### src/include/virt_exc_pkg.sv
// constants, types and cause-code helpers for the virtualization exception cause coder
package virt_exc_pkg;
	localparam int XLEN = 32;
	localparam int PID_W = 3;
	localparam int FCH_W = 4;
	localparam int ECH_W = 11;
	localparam int PID_LSB = 16;
	localparam int FCONST_LSB = 8;
	localparam int ECONST_LSB = 12;
	localparam logic [7:0] BG_FAST_CONST = 8'hD8;
	localparam logic [3:0] BG_ORD_CONST = 4'hD;
	localparam logic [15:0] SE_FETCH_BUS = 16'h0011;
	localparam logic [15:0] SE_FETCH_SAFE = 16'h0013;
	localparam logic [15:0] SE_BANK_SAVE = 16'h001C;
	localparam logic [15:0] SE_BANK_RESTORE = 16'h001D;
	localparam logic [7:0] MP_BASE_GUEST = 8'h90;
	localparam logic [7:0] MP_BASE_HOST = 8'h98;
	localparam logic [7:0] MP_OFS_FETCH = 8'h00;
	localparam logic [7:0] MP_OFS_OPERAND = 8'h01;
	localparam logic [7:0] MP_OFS_TABLE = 8'h05;

	typedef enum logic [1:0] {
		ACC_FETCH = 2'b00,
		ACC_OPERAND = 2'b01,
		ACC_TABLE = 2'b10
	} access_e;

	typedef enum logic [3:0] {
		EV_NONE = 4'b0000,
		EV_BANK_SAVE = 4'b0001,
		EV_FETCH_BUS = 4'b0010,
		EV_FETCH_SAFE = 4'b0011,
		EV_BANK_RESTORE = 4'b0100,
		EV_MPU = 4'b0101,
		EV_HOST_NMI = 4'b0110,
		EV_HOST_FAST = 4'b0111,
		EV_HOST_ORD = 4'b1000,
		EV_BG_FAST = 4'b1001,
		EV_BG_ORD = 4'b1010,
		EV_GUEST_FAST = 4'b1011,
		EV_GUEST_ORD = 4'b1100
	} event_e;

	function automatic logic [XLEN-1:0] bg_fast_code(input logic [PID_W-1:0] pid,
		input logic [FCH_W-1:0] ch);
		logic [XLEN-1:0] c;
		c = '0;
		c[PID_LSB +: PID_W] = pid;
		c[FCONST_LSB +: 8] = BG_FAST_CONST;
		c[FCH_W-1:0] = ch;
		return c;
	endfunction

	function automatic logic [XLEN-1:0] bg_ord_code(input logic [PID_W-1:0] pid,
		input logic [ECH_W-1:0] ch);
		logic [XLEN-1:0] c;
		c = '0;
		c[PID_LSB +: PID_W] = pid;
		c[ECONST_LSB +: 4] = BG_ORD_CONST;
		c[ECH_W-1:0] = ch;
		return c;
	endfunction

	function automatic logic [XLEN-1:0] low_code(input logic [15:0] lo);
		return {16'h0000, lo};
	endfunction
endpackage

### src/rtl/mpu_cause_coder.sv
// protection verdict and cause code from host and guest entry results
`timescale 1ns/1ns
module mpu_cause_coder (
	// state and access
	input wire logic guest_mode_i,
	input wire virt_exc_pkg::access_e access_kind_i,
	// combined entry results
	input wire logic host_permit_i,
	input wire logic guest_permit_i,
	// verdict
	output logic violation_o,
	output logic [7:0] code_o
);
	import virt_exc_pkg::*;

	logic host_ok;
	logic guest_ok;
	logic [7:0] ofs;

	// host mode sees host entries as denying and guest entries as permitting
	assign host_ok = guest_mode_i ? host_permit_i : 1'b0;
	assign guest_ok = guest_mode_i ? guest_permit_i : 1'b1;
	// in host mode only the host entries decide whether the access is refused
	assign violation_o = guest_mode_i ? !(host_permit_i && guest_permit_i)
		: !host_permit_i;

	always_comb begin
		case (access_kind_i)
			ACC_OPERAND: ofs = MP_OFS_OPERAND;
			ACC_TABLE: ofs = MP_OFS_TABLE;
			default: ofs = MP_OFS_FETCH;
		endcase
	end

	// only host-deny with guest-permit selects the upper code group
	assign code_o = (!host_ok && guest_ok) ? (MP_BASE_HOST | ofs)
		: (MP_BASE_GUEST | ofs);
endmodule

### src/rtl/virt_exception_cause_coder.sv
// exception selection, cause coding and fatal-level save registers
`timescale 1ns/1ns
module virt_exception_cause_coder (
	// clock and reset
	input wire logic clk_i,
	input wire logic resetn_i,
	// cpu state
	input wire logic guest_mode_i,
	input wire logic [virt_exc_pkg::PID_W-1:0] current_partition_id_i,
	input wire logic [virt_exc_pkg::XLEN-1:0] pc_i,
	input wire logic [virt_exc_pkg::XLEN-1:0] fetch_pc_i,
	input wire logic [virt_exc_pkg::XLEN-1:0] host_status_word_i,
	input wire logic [virt_exc_pkg::XLEN-1:0] guest_status_word_i,
	input wire logic exc_to_guest_i,
	// interrupt controller
	input wire logic host_nonmaskable_irq_i,
	input wire logic host_fast_irq_i,
	input wire logic host_ordinary_irq_i,
	input wire logic guest_fast_irq_i,
	input wire logic guest_ordinary_irq_i,
	input wire logic background_fast_irq_i,
	input wire logic background_ordinary_irq_i,
	input wire logic [virt_exc_pkg::PID_W-1:0] irq_partition_i,
	input wire logic [virt_exc_pkg::FCH_W-1:0] fast_channel_i,
	input wire logic [virt_exc_pkg::ECH_W-1:0] ordinary_channel_i,
	// internal error sources
	input wire logic bank_save_error_i,
	input wire logic bank_restore_error_i,
	input wire logic fetch_bus_error_i,
	input wire logic fetch_safety_error_i,
	input wire logic fetch_from_icache_i,
	// protection check
	input wire logic mpu_check_i,
	input wire virt_exc_pkg::access_e access_kind_i,
	input wire logic host_permit_i,
	input wire logic guest_permit_i,
	input wire logic table_irq_access_i,
	// acknowledges
	output logic host_irq_ack_o,
	output logic guest_irq_ack_o,
	// taken exception
	output logic exception_taken_o,
	output logic [virt_exc_pkg::XLEN-1:0] exception_cause_o,
	output logic handle_in_host_o,
	output logic switch_to_host_o,
	output logic ordinary_level_o,
	output logic terminating_o,
	output logic icache_miss_o,
	// save registers
	output logic [virt_exc_pkg::XLEN-1:0] host_irq_cause_reg_o,
	output logic [virt_exc_pkg::XLEN-1:0] host_fatal_pc_save_o,
	output logic [virt_exc_pkg::XLEN-1:0] host_fatal_status_save_o,
	output logic [virt_exc_pkg::XLEN-1:0] host_fatal_cause_o,
	output logic [virt_exc_pkg::XLEN-1:0] guest_fatal_pc_save_o,
	output logic [virt_exc_pkg::XLEN-1:0] guest_fatal_status_save_o,
	output logic [virt_exc_pkg::XLEN-1:0] guest_fatal_cause_o
);
	import virt_exc_pkg::*;

	logic mpu_violation;
	logic [7:0] mpu_code;
	logic guest_match;
	logic fetch_safe_sys;
	logic to_guest;
	logic is_fatal;
	logic is_fetch;
	logic in_guest;
	event_e ev;
	logic [XLEN-1:0] nxt_cause;
	logic [XLEN-1:0] fatal_pc;
	logic [XLEN-1:0] fatal_status;

	logic taken_ff;
	logic [XLEN-1:0] cause_ff;
	logic in_host_ff;
	logic switch_ff;
	logic ord_level_ff;
	logic term_ff;
	logic icache_miss_ff;
	logic [XLEN-1:0] host_irq_cause_ff;
	logic [XLEN-1:0] host_fpc_ff;
	logic [XLEN-1:0] host_fpsw_ff;
	logic [XLEN-1:0] host_fcause_ff;
	logic [XLEN-1:0] guest_fpc_ff;
	logic [XLEN-1:0] guest_fpsw_ff;
	logic [XLEN-1:0] guest_fcause_ff;

	mpu_cause_coder u_mpu (
		.guest_mode_i(guest_mode_i),
		.access_kind_i(access_kind_i),
		.host_permit_i(host_permit_i),
		.guest_permit_i(guest_permit_i),
		.violation_o(mpu_violation),
		.code_o(mpu_code)
	);

	// partition of the request must be the one now running
	assign guest_match = guest_mode_i && (irq_partition_i == current_partition_id_i);
	// cache-sourced safety errors become a refill instead
	assign fetch_safe_sys = fetch_safety_error_i && !fetch_from_icache_i;
	assign to_guest = exc_to_guest_i && guest_mode_i;

	// fixed selection order; only internal causes feed the system error path
	always_comb begin
		ev = EV_NONE;
		if (bank_save_error_i) begin
			ev = EV_BANK_SAVE;
		end else if (fetch_bus_error_i) begin
			ev = EV_FETCH_BUS;
		end else if (fetch_safe_sys) begin
			ev = EV_FETCH_SAFE;
		end else if (bank_restore_error_i) begin
			ev = EV_BANK_RESTORE;
		end else if (mpu_check_i && mpu_violation) begin
			ev = EV_MPU;
		end else if (host_nonmaskable_irq_i) begin
			ev = EV_HOST_NMI;
		end else if (host_fast_irq_i) begin
			ev = EV_HOST_FAST;
		end else if (host_ordinary_irq_i) begin
			ev = EV_HOST_ORD;
		end else if (guest_mode_i && background_fast_irq_i) begin
			ev = EV_BG_FAST;
		end else if (guest_mode_i && background_ordinary_irq_i) begin
			ev = EV_BG_ORD;
		end else if (guest_match && guest_fast_irq_i) begin
			ev = EV_GUEST_FAST;
		end else if (guest_match && guest_ordinary_irq_i) begin
			ev = EV_GUEST_ORD;
		end
	end

	// background requests get no acceptance answer
	assign host_irq_ack_o = (ev == EV_HOST_NMI) || (ev == EV_HOST_FAST) || (ev == EV_HOST_ORD);
	assign guest_irq_ack_o = (ev == EV_GUEST_FAST) || (ev == EV_GUEST_ORD);

	assign is_fetch = (ev == EV_FETCH_BUS) || (ev == EV_FETCH_SAFE);
	assign is_fatal = (ev == EV_BANK_SAVE) || (ev == EV_BANK_RESTORE) || is_fetch
		|| (ev == EV_MPU);
	// handler placement: guest irqs and routed fatal causes stay in guest
	assign in_guest = guest_irq_ack_o || (is_fatal && to_guest);

	always_comb begin
		case (ev)
			EV_BANK_SAVE: nxt_cause = low_code(SE_BANK_SAVE);
			EV_BANK_RESTORE: nxt_cause = low_code(SE_BANK_RESTORE);
			EV_FETCH_BUS: nxt_cause = low_code(SE_FETCH_BUS);
			EV_FETCH_SAFE: nxt_cause = low_code(SE_FETCH_SAFE);
			EV_MPU: nxt_cause = {24'h000000, mpu_code};
			EV_BG_FAST: nxt_cause = bg_fast_code(irq_partition_i, fast_channel_i);
			EV_BG_ORD: nxt_cause = bg_ord_code(irq_partition_i, ordinary_channel_i);
			default: nxt_cause = '0;
		endcase
	end

	// fetch faults save the fetched PC, others the interrupted or failing one
	assign fatal_pc = is_fetch ? fetch_pc_i : pc_i;
	assign fatal_status = to_guest ? guest_status_word_i : host_status_word_i;

	always_ff @(posedge clk_i or negedge resetn_i) begin
		if (!resetn_i) begin
			taken_ff <= 1'b0;
			cause_ff <= '0;
		end else begin
			taken_ff <= (ev != EV_NONE);
			cause_ff <= nxt_cause;
		end
	end

	always_ff @(posedge clk_i or negedge resetn_i) begin
		if (!resetn_i) begin
			in_host_ff <= 1'b0;
			switch_ff <= 1'b0;
		end else begin
			in_host_ff <= (ev != EV_NONE) && !in_guest;
			switch_ff <= (ev != EV_NONE) && !in_guest && guest_mode_i;
		end
	end

	always_ff @(posedge clk_i or negedge resetn_i) begin
		if (!resetn_i) begin
			ord_level_ff <= 1'b0;
			term_ff <= 1'b0;
			icache_miss_ff <= 1'b0;
		end else begin
			ord_level_ff <= (ev == EV_HOST_ORD) || (ev == EV_GUEST_ORD)
				|| (ev == EV_BG_FAST) || (ev == EV_BG_ORD);
			term_ff <= (ev == EV_BANK_SAVE)
				|| ((ev == EV_MPU) && table_irq_access_i);
			icache_miss_ff <= fetch_safety_error_i && fetch_from_icache_i;
		end
	end

	always_ff @(posedge clk_i or negedge resetn_i) begin
		if (!resetn_i) begin
			host_irq_cause_ff <= '0;
		end else if ((ev == EV_BG_FAST) || (ev == EV_BG_ORD)) begin
			host_irq_cause_ff <= nxt_cause;
		end
	end

	always_ff @(posedge clk_i or negedge resetn_i) begin
		if (!resetn_i) begin
			host_fpc_ff <= '0;
			host_fpsw_ff <= '0;
			host_fcause_ff <= '0;
		end else if (is_fatal && !to_guest) begin
			host_fpc_ff <= fatal_pc;
			host_fpsw_ff <= fatal_status;
			host_fcause_ff <= nxt_cause;
		end
	end

	always_ff @(posedge clk_i or negedge resetn_i) begin
		if (!resetn_i) begin
			guest_fpc_ff <= '0;
			guest_fpsw_ff <= '0;
			guest_fcause_ff <= '0;
		end else if (is_fatal && to_guest) begin
			guest_fpc_ff <= fatal_pc;
			guest_fpsw_ff <= fatal_status;
			guest_fcause_ff <= nxt_cause;
		end
	end

	assign exception_taken_o = taken_ff;
	assign exception_cause_o = cause_ff;
	assign handle_in_host_o = in_host_ff;
	assign switch_to_host_o = switch_ff;
	assign ordinary_level_o = ord_level_ff;
	assign terminating_o = term_ff;
	assign icache_miss_o = icache_miss_ff;
	assign host_irq_cause_reg_o = host_irq_cause_ff;
	assign host_fatal_pc_save_o = host_fpc_ff;
	assign host_fatal_status_save_o = host_fpsw_ff;
	assign host_fatal_cause_o = host_fcause_ff;
	assign guest_fatal_pc_save_o = guest_fpc_ff;
	assign guest_fatal_status_save_o = guest_fpsw_ff;
	assign guest_fatal_cause_o = guest_fcause_ff;
endmodule

### config.mk
export PLATFORM = sky130hd
export DESIGN_NAME = virt_exception_cause_coder
export DESIGN_NICKNAME = d
export VERILOG_FILES = /design/src/include/virt_exc_pkg.sv /design/src/rtl/mpu_cause_coder.sv /design/src/rtl/virt_exception_cause_coder.sv
export SDC_FILE = /design/constraint.sdc
export NUM_CORES = 1
export LEC_CHECK = 0
export CAP_MARGIN = 25
export CORE_AREA = 3 3 170 172
export DETAILED_ROUTE_END_ITERATION = 12
export DIE_AREA = 0 0 173 175
export DONT_BUFFER_PORTS = 1
export PLACE_DENSITY = 0.47
export SLEW_MARGIN = 20
export SYNTH_ARGS = -nofsm -noshare
export SYNTH_HDL_FRONTEND = slang
export SYNTH_SLANG_ARGS = --single-unit
### constraint.sdc
create_clock -name clk_i -period 3.7 [get_ports clk_i]
set_input_delay 0.37 -clock clk_i [delete_from_list [all_inputs] [get_ports clk_i]]
set_output_delay 0.37 -clock clk_i [all_outputs]
set_load 0.03 [all_outputs]
# After elaboration in Yosys (flattened, before gate mapping)
# Index checks and enable logic that the tools add are counted.
[totals]
register_bits = 262
in_bits = 171
output_inout_bits = 264
elab_cells = 85
[classes]
eq_ne = 15
mux = 20
n_reduce_logical = 36
[op_table]
columns = ["op", "n"]
rows = [
  ["$pmux 19 s7", 1],
  ["$mux 32", 2],
  ["$mux 4", 13],
  ["$eq 4x4->1 const B", 5],
  ["$eq 4x3->1 const B", 4],
  ["$logic_and 1x1->1", 16],
  ["$logic_or 1x1->1", 13],
  ["$eq 4x2->1 const B", 2],
  ["$logic_not 1->1", 6],
  ["$pmux 3 s2", 1],
  ["$eq 4x1->1 const B", 1],
  ["$reduce_bool 4->1", 1],
  ["$eq 3x3->1", 1],
  ["$mux 1", 3],
  ["$eq 2x1->1 const B", 1],
  ["$eq 2x2->1 const B", 1],
]

# Longest topological paths before layout
# Gate-level depths: netlist of run 1.
[depth]
depth_word = 24
ltp_mapped = 10
depth_no_buf = 9

# Cells and area by module
# Synthesis of run 1 repeated with hierarchy kept, for this count alone.
[hier_totals]
cells_unflattened = 854
area_unflattened_um2 = 8473.1
[by_module_without_submodules]
columns = ["module", "n_inst", "cells_per_inst", "area_per_inst_um2", "seq_area_each_um2"]
rows = [
  ["virt_exception_cause_coder", 1, 840, 8390.5, 4954.8],
  ["mpu_cause_coder", 1, 14, 82.6, 0.0],
]

# Worst setup path before layout of run 1
# No wires, ideal clock.
[synth_timing]
kind = "input to register"
start = "input port host_nonmaskable_irq_i"
end = "register host_fpc_ff[14], in the netlist host_fatal_pc_save_o[14]"
setup_ns = 0.127
arrival_time_ns = 2.688
required_time_ns = 3.573
path_slack_ns = 0.885
stages = 7
path_buffers = 1
cell_sequence = "or2_1 or4_4 o31a_4 nor3_4 buf_2 mux2_2 mux2_1"
[synth_between]
elab_chain_cells = 11
word_cells_on_any_way = 17
classes_between = "eq/ne: 5; mux: 7; reduce/logical: 5"
[synth_rtl]
columns = ["item", "line", "rtl"]
rows = [
  ["start, declared", "virt_exception_cause_coder.sv:16", "input wire logic host_nonmaskable_irq_i,"],
  ["$mux 4 *", "virt_exception_cause_coder.sv:116", "end else if (host_nonmaskable_irq_i) begin"],
  ["$mux 4 *", "virt_exception_cause_coder.sv:114", "end else if (mpu_check_i && mpu_violation) begin"],
  ["$mux 4 *", "virt_exception_cause_coder.sv:112", "end else if (bank_restore_error_i) begin"],
  ["$mux 4 *", "virt_exception_cause_coder.sv:110", "end else if (fetch_safe_sys) begin"],
  ["$mux 4 *", "virt_exception_cause_coder.sv:108", "end else if (fetch_bus_error_i) begin"],
  ["$mux 4 *", "virt_exception_cause_coder.sv:106", "if (bank_save_error_i) begin"],
  ["$eq 4x1->1, or another cell as far along", "virt_exception_cause_coder.sv:138", "assign is_fatal = (ev == EV_BANK_SAVE) || (ev == EV_BANK_RESTORE) || is_fetch"],
  ["$logic_or 1x1->1, on equally long branches", "virt_exception_cause_coder.sv:138, virt_exception_cause_coder.sv:137", ""],
  ["$logic_or 1x1->1", "virt_exception_cause_coder.sv:138", ""],
  ["$logic_or 1x1->1", "virt_exception_cause_coder.sv:139", "|| (ev == EV_MPU);"],
  ["$logic_and 1x1->1", "virt_exception_cause_coder.sv:207", "end else if (is_fatal && !to_guest) begin"],
  ["end signal, assigned", "virt_exception_cause_coder.sv:208", "host_fpc_ff <= fatal_pc;"],
  ["end, declared", "virt_exception_cause_coder.sv:81", "logic [XLEN-1:0] host_fpc_ff;"],
]
# Mark *: on every way between the ends. The rest lies on a longest branch, timed or not.
# A chain may end at the register's enable or synchronous reset.

# Worst setup path in the final report of run 1
[layout_timing]
start = "input port current_partition_id_i[2] in the netlist's numbering"
end = "output port guest_irq_ack_o"
[layout_between]
elab_chain_cells = 17
word_cells_on_any_way = 19
classes_between = "eq/ne: 3; mux: 12; reduce/logical: 4"
[layout_rtl]
columns = ["item", "line", "rtl"]
rows = [
  ["start, declared", "virt_exception_cause_coder.sv:9", "input wire logic [virt_exc_pkg::PID_W-1:0] current_partition_id_i,"],
  ["$eq 3x3->1 *", "virt_exception_cause_coder.sv:98", "assign guest_match = guest_mode_i && (irq_partition_i == current_partition_id_i);"],
  ["$logic_and 1x1->1 *", "virt_exception_cause_coder.sv:98", ""],
  ["$logic_and 1x1->1", "virt_exception_cause_coder.sv:128", "end else if (guest_match && guest_ordinary_irq_i) begin"],
  ["$mux 4", "virt_exception_cause_coder.sv:128", ""],
  ["$mux 4 *", "virt_exception_cause_coder.sv:126", "end else if (guest_match && guest_fast_irq_i) begin"],
  ["$mux 4 *", "virt_exception_cause_coder.sv:124", "end else if (guest_mode_i && background_ordinary_irq_i) begin"],
  ["$mux 4 *", "virt_exception_cause_coder.sv:122", "end else if (guest_mode_i && background_fast_irq_i) begin"],
  ["$mux 4 *", "virt_exception_cause_coder.sv:120", "end else if (host_ordinary_irq_i) begin"],
  ["$mux 4 *", "virt_exception_cause_coder.sv:118", "end else if (host_fast_irq_i) begin"],
  ["$mux 4 *", "virt_exception_cause_coder.sv:116", ""],
  ["$mux 4 *", "virt_exception_cause_coder.sv:114", ""],
  ["$mux 4 *", "virt_exception_cause_coder.sv:112", ""],
  ["$mux 4 *", "virt_exception_cause_coder.sv:110", ""],
  ["$mux 4 *", "virt_exception_cause_coder.sv:108", ""],
  ["$mux 4 *", "virt_exception_cause_coder.sv:106", ""],
  ["$eq 4x4->1", "virt_exception_cause_coder.sv:135", "assign guest_irq_ack_o = (ev == EV_GUEST_FAST) || (ev == EV_GUEST_ORD);"],
  ["$logic_or 1x1->1 *", "virt_exception_cause_coder.sv:135", ""],
  ["end, declared", "virt_exception_cause_coder.sv:40", "output logic guest_irq_ack_o,"],
]
# Marked as above.

==> key figures, run 1 <==
Pwr
  – Comb power frac: a little over a tenth
  – Clock network fraction of design power: between 30% and 40%
  – Worst VDD drop: 0.000223 V
  – Switching Share: ~37%
  – Sw power: 2170 uW
  – Sequential Power Share: between 50% and 60%
  – Int Power: about 3800 uW
  – Pleak: roughly 0.004 uW
  – Total power: roughly 5900 uW
  – P per Cell Area: roughly 630 nW/um^2

Logic synthesis
  – Synth warnings: 0
  – Mapped Cells: 629
  – Register area share after synthesis: between 50% and 60%
  – Complex-gate fraction of the synthesized area: 6.14%
  – Post-synth EDFFs: 0
  – Largest family of logic cells by synthesized area: multiplexers
  – Yosys reg bits: 198
  – Mapped Area: between 8000 and 9000 sq um
  – Post-Synth Simple-Gate Area: roughly 6.4%
  – Multiplexer share of the synthesized area: 21.3%
  – Top_reg_cell synth: dfrtp_1
  – Synth area leaders: dfrtp_1 58%, mux2_2 16%, buf_4 6.0%
  – Ys async rst share: 100%
  – Adder-cell share of the synthesized area: 0.145%
  – Synth Area per Inst: roughly 14 sq um
  – Most frequent cell after synthesis: dfrtp_1
  – Synth top area share: about 58%
  – Xor/xnor share of the synthesized area: 0.305%
  – Area leader, netlist: dfrtp_1
  – Unique masters post-synth: 57
  – Synth top cells by count: 198 x dfrtp_1, 124 x mux2_2, 69 x buf_4

STA
  – Max-slew violations: 0
  – Tmin final: 2.74 ns
  – Period utilisation layout: 74.0%
  – Final Hold Violating Endpoints: slightly below 200
  – Slew HR: between 40% and 50%
  – RSZ-0062 raised after global routing: false
  – Fmax: ~370 MHz
  – Setup Total Neg Slack: 0 ns
  – Hold slack: -0.367 ns
  – Final setup fails: 0
  – Clock skew: 0 ns
  – Worst slew pin tran: around 0.85 ns

Placement
  – Detailed placement HPWL: between 15,000 and 20,000 um
  – DP Cell Count: 988
  – I/O Buffers: 0
  – GP Congestion: between 0.8 and 0.9

Cells and area
  – Filler cell count: roughly 2.7k
  – P&R area growth vs syn: 8.96%
  – Final Net Count: approximately 800
  – Final non-filler cell total: 1,019
  – Share of layout cells above drive strength 1: between 20% and 30%
  – N_diodes: 0

Status
  – Status: finished, violations left
  – Failing checks: hold timing

Detailed routing
  – Post-Route WL: 22,100 um
  – Vias: about 4.9k
  – Per-cell routed wire length: 21.7 um
  – DRC viols: 0
  – Post-route ant nets: 0
  – First DRT Iteration DRCs: between 300 and 400
  – Drt first pass iters: 6
  – Vias/cell: ~4.8

Die
  – Area of the core: 27,600 sq um
  – Initial Utilization: 31.1%
  – Die ar.: between 30,000 and 40,000 sq um
  – Die Height: 175 um
  – Row cnt: just over 60
  – DIE WIDTH: ~170 um
  – I/O pins: 435

Clock tree
  – Worst-Skew Late Latency: 0.42 ns
  – CTS Buffer Depth: 2
  – Clock-pin slew on the worst setup and hold paths: roughly 0.080 ns
  – Root buf cell: clkbuf_16
  – CTS buffer count: 17
  – H-tree depth: 4
  – Postcts setup bufs: 0
  – Post-CTS sizing: 0
  – CTS Sinks: between 150 and 200
  – CTS tree: done

Job
  – Max cap viols: 0

Global routing
  – Remaining global-route overflow: 0
  – GRT Total Usage: approximately 14%
  – Largest net degree at the start of global routing: around 200
  – Initial antenna violation count: 0
  – Global-route wire length before repair: about 33,000 um
  – Vias in the first global route: ~5.2k

Worst setup path
  – Max FO, Critical Path: 9
  – Crit Path Class: in2out
  – Slowest stage delay, CP: approximately 0.63 ns
  – Crit path max-delay family: simple AND/OR/NAND/NOR gates
  – Critical Path Most Common Cell: buf_4
  – Critical path required time: 3.33 ns
  – Slowest CP cell: nor4_2
  – CP arrival: between 2 and 2.5 ns
  – Worst setup EP type: output port
  – CP Cell Sequence: xor2_1 > nor4_2 > a211oi_2 > buf_4 > or4_1 > a21oi_1 > buf_4
  – Crit start category: input port
  – Buf+Inv Stages, Crit Path: 2

Min path
  – HP Class: in2async
-- metrics by stage --
step	setup WS, ns	hold WS [ns]	util (%)	cell area, sq um
2_1_floorplan	0.885	0.0744	-	8810
6_report	0.961	-0.367	33.9	9370
4_1_cts	1.00	-0.397	33.9	9370
3_5_place_dp	0.601	0.0787	31.8	8790
5_1_grt	0.774	-0.412	33.9	9370
3_3_place_gp	0.586	0.0801	31.8	8790
-- power by group through the flow --
| stage | Combinational (uW) | Sequential (uW) | Clock (uW) |
|---|---|---|---|
| floorplan | 608 | 3350 | 0 |
| global placement | 610 | 3480 | 0 |
| detailed placement | 640 | 3470 | 0 |
| CTS | 641 | 3440 | 1950 |
| global route | 698 | 3470 | 2050 |
| finish | 633 | 3420 | 1870 |
-- state kept, by name, summed over array words and instances, names as in the netlist --
signal	cells
exception_cause_o	16
exception_taken_o	1
guest_fatal_cause_o	16
guest_fatal_pc_save_o	32
guest_fatal_status_save_o	32
handle_in_host_o	1
host_fatal_cause_o	16
host_fatal_pc_save_o	32
host_fatal_status_save_o	32
host_irq_cause_reg_o	16
icache_miss_o	1
ordinary_level_o	1
switch_to_host_o	1
terminating_o	1
-- layer usage --
metal	GRT usage, %	share of wire, %
met1	15.4	36
met2	25.1	52
met3	6.17	11
met4	4.02	1.5
met5	0	0
-- cell families after synthesis --
| logic type | Yosys count |
|---|---|
| buf+inv | 101 |
| compound gates | 69 |
| flops | 198 |
| fa+ha+maj | 1 |
| simple gates | 93 |
| other cells | 1 |
| xor+xnor | 3 |
| mux | 163 |
-- cell usage in the layout, fill, tap and decap left out, types with 7 or more instances in the layout --
master     count
dfrtp_1      198
mux2_2       124
conb_1        56
mux2_1        39
and2_1        29
a21oi_1       22
clkbuf_16     17
nand2_1       16
inv_1         11
buf_4         11
nor3_1         8
o21ai_0        7
a31oi_1        7
a22o_1         7
-- layout make-up --
| type | count | area, sq um | share of cell area [%] |
|---|---|---|---|
| Timing Repair Buffer | 14 | 143 | 1.52 |
| Tap cell | 378 | 473 | 5.05 |
| Inverter | 13 | 48.8 | 0.521 |
| Clock inverter | 14 | 160 | 1.71 |
| Clock buffer | 17 | 425 | 4.54 |
| Sequential cell | 198 | 4950 | 52.9 |
| Multi-Input combinational cell | 385 | 3170 | 33.8 |
-- path summary, 6_finish.rpt --
| path | cells after the start | start | slack (ns) | to |
|---|---|---|---|---|
| worst max-delay path | 7 | current_partition_id_i[2] | 0.96 | guest_irq_ack_o |
| worst min-delay path | 0 | resetn_i | -0.37 | guest_fatal_status_save_o[10] |
| worst max register to register | 1 | host_irq_cause_reg_o[15] | 2.39 | host_irq_cause_reg_o[15] |
| worst min register to register | 1 | host_fatal_cause_o[18] | 0.71 | host_fatal_cause_o[18] |
| max in group asynchronous | 0 | resetn_i | 3.74 | guest_fatal_cause_o[7] |
| min in group clk_i | 1 | bank_save_error_i | 0.04 | ordinary_level_o |
(Power assumes the default switching activity.)
==> inputs of run 2 (changes only) <==
clock period = 2.7 ns   (was 3.7 ns; I/O delays follow)
==> run 2 against run 1 <==
Effect of this change:
- the flow still finishes with violations (hold timing)
- combinational power increased by 58%
- count of clock-buffer cells in the layout up 1
- cell count grew 10%
==> key figures, run 2 (synthesis gave the netlist of run 1 again) <==
Clock tree
  – CTS Sinks: 198 (unchanged)
  – CTS Buffer Depth: 2 (unchanged)
  – CTS tree: done (unchanged)
  – Root buf cell: clkbuf_16 (unchanged)
  – Clock-pin slew on the worst setup and hold paths: 0.08 ns (about the same)
  – Postcts setup bufs: 0 (unchanged)
  – H-tree depth: 4 (unchanged)
  – Worst-Skew Late Latency: 0.42 ns (about the same)
  – CTS buffer count: 17 (unchanged)
  – Post-CTS sizing: 0 (unchanged)
  – Cts hold-fix bufs: 78

Worst setup path
  – Beginning of the critical path: current_partition_id_i[0] (was current_partition_id_i[2])
  – RR Startpoint: host_irq_cause_reg_o[15] (unchanged)
  – Crit start category: input port (unchanged)
  – R2r endpoint: host_irq_cause_reg_o[15] (unchanged)
  – Max FO, Critical Path: 4 (was 9)
  – Reg2reg path depth: 1 (unchanged)
  – Worst setup EP type: output port (unchanged)
  – Crit Path Class: in2out (unchanged)
  – Flop2flop setup slack: 1.38 ns (was 2.39 ns)
  – Critical path required time: 2.43 ns (was 3.33 ns)
  – CP arrival: 2.30 ns (was 2.37 ns)

Global routing
  – GRT Total Usage: 14.8% (was 14.2%)
  – Busiest layer in global routing: met2 (unchanged)
  – Initial antenna violation count: 0 (unchanged)
  – M1 GR Usage: 15.8% (was 15.4%)
  – Met2 usage: 26.2% (was 25.1%)
  – Met3 Track Usage GR: 5.78% (was 6.17%)
  – Remaining global-route overflow: 0 (unchanged)
  – Global-route wire length before repair: 35,000 um (was 33,300 um)
  – Vias in the first global route: 5,992 (was 5,236)
  – Largest net degree at the start of global routing: 199 (unchanged)

STA
  – Slew HR: 44.3% (was 43.0%)
  – Setup Total Neg Slack: 0 ns (unchanged)
  – Hold slack: -0.467 ns (was -0.367 ns)
  – Final setup fails: 0 (unchanged)
  – Max-slew violations: 0 (unchanged)
  – RSZ-0062 raised after global routing: false (unchanged)
  – Fmax: ~400 MHz
  – PnR worst setup slack: 0.131 ns (was 0.961 ns)
  – Worst slew pin tran: 0.835 ns (was 0.847 ns)
  – Tmin final: 2.57 ns
  – Clock skew: 0 ns (unchanged)
  – Period utilisation layout: 95.1%
  – Final Hold Violating Endpoints: 198 (unchanged)

Cells and area
  – Final Net Count: 902 (was 801)
  – Most frequent cells in the layout: 198 x dfrtp_1, 124 x mux2_2, 78 x dlygate4sd3_1 (was 198 x dfrtp_1, 124 x mux2_2, 56 x conb_1)
  – Final Core Density: 37.6% (was 33.9%)
  – P&R area growth vs syn: 20.8% (was 8.96%)
  – Filler cell count: 2,620 (was 2,713)
  – Most common cell after layout, fill and taps aside: dfrtp_1 (unchanged)
  – Share of layout cells above drive strength 1: 28.5% (was 29.3%)
  – Final instance area: 10,400 sq um (was 9370 sq um)

Placement
  – Detailed placement HPWL: 16,100 um (was 16,400 um)
  – Worst slack at placement: -0.0434 ns (was 0.601 ns)
  – Placed Area: 8980 sq um (was 8790 sq um)
  – GP Congestion: 0.895 (was 0.867)
  – I/O Buffers: 0 (unchanged)

Die
  – Die Height: 175 um (unchanged)
  – Area of the core: 27,600 sq um (unchanged)
  – I/O pins: 435 (unchanged)
  – DIE WIDTH: 173 um (unchanged)
  – Die ar.: 30,300 sq um (unchanged)
  – Initial Utilization: 31.1% (unchanged)
  – Row cnt: 61 (unchanged)

Pwr
  – Pleak: 0.00454 uW (was 0.00408 uW)
  – Worst VDD drop: 0.000376 V (was 0.000223 V)
  – P per Cell Area: 802 nW/um^2 (was 633 nW/um^2)

Detailed routing
  – DRC viols: 0 (unchanged)
  – Post-route ant nets: 0 (unchanged)
  – Per-cell routed wire length: 20.3 um (was 21.7 um)
  – First DRT Iteration DRCs: 187 (was 304)
  – Vias/cell: 4.70 (was 4.79)
  – Drt first pass iters: 4 (was 6)
  – Vias: 5,271 (was 4,879)
  – Post-Route WL: 22,800 um (was 22,100 um)

Min path
  – HP Class: in2async (unchanged)

Status
  – Status: finished, violations left (unchanged)
  – Failing checks: hold timing (unchanged)

Job
  – Max cap viols: 0 (unchanged)
## run 2: area by class of cell
class / instances / area, sq um / share of cell area, %
flip-flops and latches: 198 / 4950 / 47.7
inverters: 13 / 48.8 / 0.469
diodes: 1 / 2.50 / 0.0241
clock buffers: 18 / 439 / 4.23
well taps: 378 / 473 / 4.55
multi-input cells: 385 / 3170 / 30.5
repair buffers: 115 / 1120 / 10.8
clock inverters: 14 / 186 / 1.79
## run 2: critical path: stages
cell,delay (ns)
xor2_1,0.19
or4_1,0.60
a22o_1,0.29
buf_4,0.16
or4_1,0.39
a21oi_1,0.19
buf_4,0.21
## run 2: worst max-delay path by stage
stage / to / slack (ns)
finish: guest_irq_ack_o / 0.13
global route: guest_irq_ack_o / 0.06
CTS: guest_irq_ack_o / 0.14
detailed placement: host_fatal_pc_save_o[25] / -0.04
global placement: guest_fatal_pc_save_o[15] / -0.006
floorplan: host_fatal_pc_save_o[6] / 0.02
## run 2: power by group
part | leakage (uW) | internal [uW] | switching, uW
Combinational | 0.00183 | 540 | 461
Clock | 0.000303 | 1370 | 1280
Sequential | 0.00241 | 3400 | 1290
Total | 0.00454 | 5300 | 3030
## run 2: metal layers
layer / vias up / wire [um]
met5: - / 0
met4: 0 / 617
met3: 35 / 2230
met2: 332 / 11800
met1: 2612 / 8170
li1: 2292 / -
## run 2: per-stage QoR
stage | cells | total power [uW] | hold slack, ns
2_1_floorplan | 684 | 5420 | -0.0256
3_3_place_gp | 1011 | 5630 | -0.0189
3_5_place_dp | 1011 | 5670 | -0.0214
4_1_cts | 1121 | 8480 | -0.495
5_1_grt | 1121 | 8740 | -0.512
6_report | 1122 | 8340 | -0.467
==> inputs of run 3 (changes only) <==
clock period = 2.95 ns   (was 2.7 ns; I/O delays follow)
==> run 3 against run 2 <==
Effect of this change:
- the run still ends with hold timing left
- sequential power decreased by 8.1%
- highest routed layer unchanged
- total power decreased by 9.7%
- sequential cell count unchanged
- cell count decreased by 1.9%
- via count decreased by 1.9%
==> key figures, run 3 (synthesis gave the netlist of run 1 again) <==
Worst setup path
  – R2r endpoint: host_irq_cause_reg_o[15] (unchanged)
  – Beginning of the critical path: current_partition_id_i[2] (was current_partition_id_i[0])
  – CP arrival: 2.25 ns (was 2.30 ns)
  – Setup crit end: guest_irq_ack_o (unchanged)
  – Reg2reg path depth: 1 (unchanged)
  – Flop2flop setup slack: 1.63 ns (was 1.38 ns)
  – RR Startpoint: host_irq_cause_reg_o[15] (unchanged)
  – Worst setup EP type: output port (unchanged)
  – Max FO, Critical Path: 4 (unchanged)
  – Crit Path Class: in2out (unchanged)
  – Crit start category: input port (unchanged)
  – Critical path required time: 2.65 ns (was 2.43 ns)

Cells and area
  – Sequential cell area: 4950 sq um (unchanged)
  – Filler cell count: 2,657 (was 2,620)
  – Final Net Count: 882 (was 902)
  – N_diodes: 0 (was 1)
  – Most common cell after layout, fill and taps aside: dfrtp_1 (unchanged)
  – Most frequent cells in the layout: 198 x dfrtp_1, 124 x mux2_2, 76 x dlygate4sd3_1 (was 198 x dfrtp_1, 124 x mux2_2, 78 x dlygate4sd3_1)
  – P&R area growth vs syn: 18.5% (was 20.8%)
  – Final non-filler cell total: 1,101 (was 1,122)
  – Multi-input logic area: 3170 sq um (unchanged)
  – Share of layout cells above drive strength 1: 26.7% (was 28.5%)

Min path
  – HP Class: in2async (unchanged)

Placement
  – I/O Buffers: 0 (unchanged)
  – DP Cell Count: 993 (was 1,011)
  – GP Congestion: 0.868 (was 0.895)
  – Worst slack at placement: 0.0731 ns (was -0.0434 ns)
  – Detailed placement HPWL: 16,500 um (was 16,100 um)

Die
  – I/O pins: 435 (unchanged)
  – Die ar.: 30,300 sq um (unchanged)
  – Area of the core: 27,600 sq um (unchanged)
  – Die Height: 175 um (unchanged)
  – Row cnt: 61 (unchanged)
  – DIE WIDTH: 173 um (unchanged)
  – Initial Utilization: 31.1% (unchanged)

Status
  – Status: finished, violations left (unchanged)
  – Failing checks: hold timing (unchanged)

Detailed routing
  – DRC viols: 0 (unchanged)
  – Post-route ant nets: 0 (unchanged)
  – Vias: 5,171 (was 5,271)
  – Post-Route WL: 23,200 um (was 22,800 um)
  – Vias/cell: 4.70 (about the same)
  – First DRT Iteration DRCs: 378 (was 187)
  – Per-cell routed wire length: 21.1 um (was 20.3 um)
  – Drt first pass iters: 5 (was 4)

Global routing
  – Largest net degree at the start of global routing: 199 (unchanged)
  – Initial antenna violation count: 0 (unchanged)
  – Vias in the first global route: 5,735 (was 5,992)
  – Global-route wire length before repair: 35,700 um (was 35,000 um)
  – GRT Total Usage: 15.1% (was 14.8%)
  – Remaining global-route overflow: 0 (unchanged)

STA
  – Tmin final: approximately 2.5 ns
  – Fmax: roughly 390 MHz
  – PnR worst setup slack: 0.405 ns (was 0.131 ns)
  – Final Hold Violating Endpoints: 198 (unchanged)
  – Final setup fails: 0 (unchanged)
  – Worst slew pin tran: 0.961 ns (was 0.835 ns)
  – Max-slew violations: 0 (unchanged)
  – RSZ-0062 raised after global routing: false (unchanged)
  – Slew HR: 35.6% (was 44.3%)
  – Period utilisation layout: between 80% and 90%
  – Hold slack: -0.456 ns (was -0.467 ns)
  – Clock skew: 0 ns (unchanged)
  – Setup Total Neg Slack: 0 ns (unchanged)

Job
  – Max cap viols: 0 (unchanged)

Clock tree
  – Cts hold-fix bufs: 67 (was 78)
  – Postcts setup bufs: 0 (unchanged)
  – Root buf cell: clkbuf_16 (unchanged)
  – CTS Sinks: 198 (unchanged)
  – Worst-Skew Late Latency: 0.41 ns (was 0.42 ns)
  – CTS tree: done (unchanged)
  – CTS Buffer Depth: 2 (unchanged)
  – H-tree depth: 4 (unchanged)
  – CTS buffer count: 17 (unchanged)
  – Post-CTS sizing: 0 (unchanged)
  – Clock-pin slew on the worst setup and hold paths: 0.09 ns (was 0.08 ns)

Pwr
  – Worst VDD drop: 0.000352 V (was 0.000376 V)
  – P per Cell Area: 739 nW/um^2 (was 802 nW/um^2)
  – Pleak: 0.00442 uW (was 0.00454 uW)
run 3: changes by cell type in the layout (fill, tap and decap cells not counted), sizes merged:
cell	delta
bufinv	-1
dlygate4sd3	-2
diode	-1
clkinv	-3
inv	+3
clkinvlp	+1
buf	-18
run 3: through the flow:
| step | total power [uW] | util, % | area (sq um) | hold slack, ns |
|---|---|---|---|---|
| 3_3_place_gp | 5160 | 32.0 | 8850 | 0.00509 |
| 6_report | 7530 | 36.9 | 10200 | -0.456 |
| 3_5_place_dp | 5180 | 32.0 | 8850 | 0.00456 |
| 4_1_cts | 7650 | 36.6 | 10100 | -0.478 |
| 5_1_grt | 7890 | 36.9 | 10200 | -0.501 |
| 2_1_floorplan | 4960 | - | 8810 | -0.000591 |
run 3: cell type report:
class                   instances  share of cell area [%]
clock buffers                  18                    4.21
clock inverters                14                    1.52
inverters                      13                   0.479
multi-input cells             385                    31.1
flip-flops and latches        198                    48.6
well taps                     378                    4.64
repair buffers                 95                    9.47
run 3: layer usage:
metal / share of wire (%) / global-route usage, % / wire [um]
met5: 0 / 0 / 0
met4: 1.9 / 4.22 / 437
met3: 11 / 6.89 / 2610
met1: 35 / 16.4 / 8160
met2: 52 / 26.6 / 12000
run 3: worst min-delay path by stage:
| stage | to | cells past startpoint | startpoint |
|---|---|---|---|
| finish | guest_fatal_pc_save_o[12] | 0 | resetn_i |
| global route | guest_fatal_pc_save_o[12] | 0 | resetn_i |
| CTS | guest_fatal_pc_save_o[2] | 0 | resetn_i |
| detailed placement | guest_fatal_pc_save_o[2] | 0 | resetn_i |
| global placement | guest_fatal_pc_save_o[2] | 0 | resetn_i |
| floorplan | exception_cause_o[0] | 0 | resetn_i |
run 3: where the power goes:
part / switching [uW] / internal, uW
sequential: 1200 / 3110
clock: 1190 / 1140
combinational: 416 / 480
total: 2800 / 4730
run 3: worst max-delay path, stage by stage:
cell     delay, ns
xor2_1        0.18
or4_1         0.65
a22o_1        0.34
or4_1         0.41
a21oi_1       0.16
buf_4         0.21
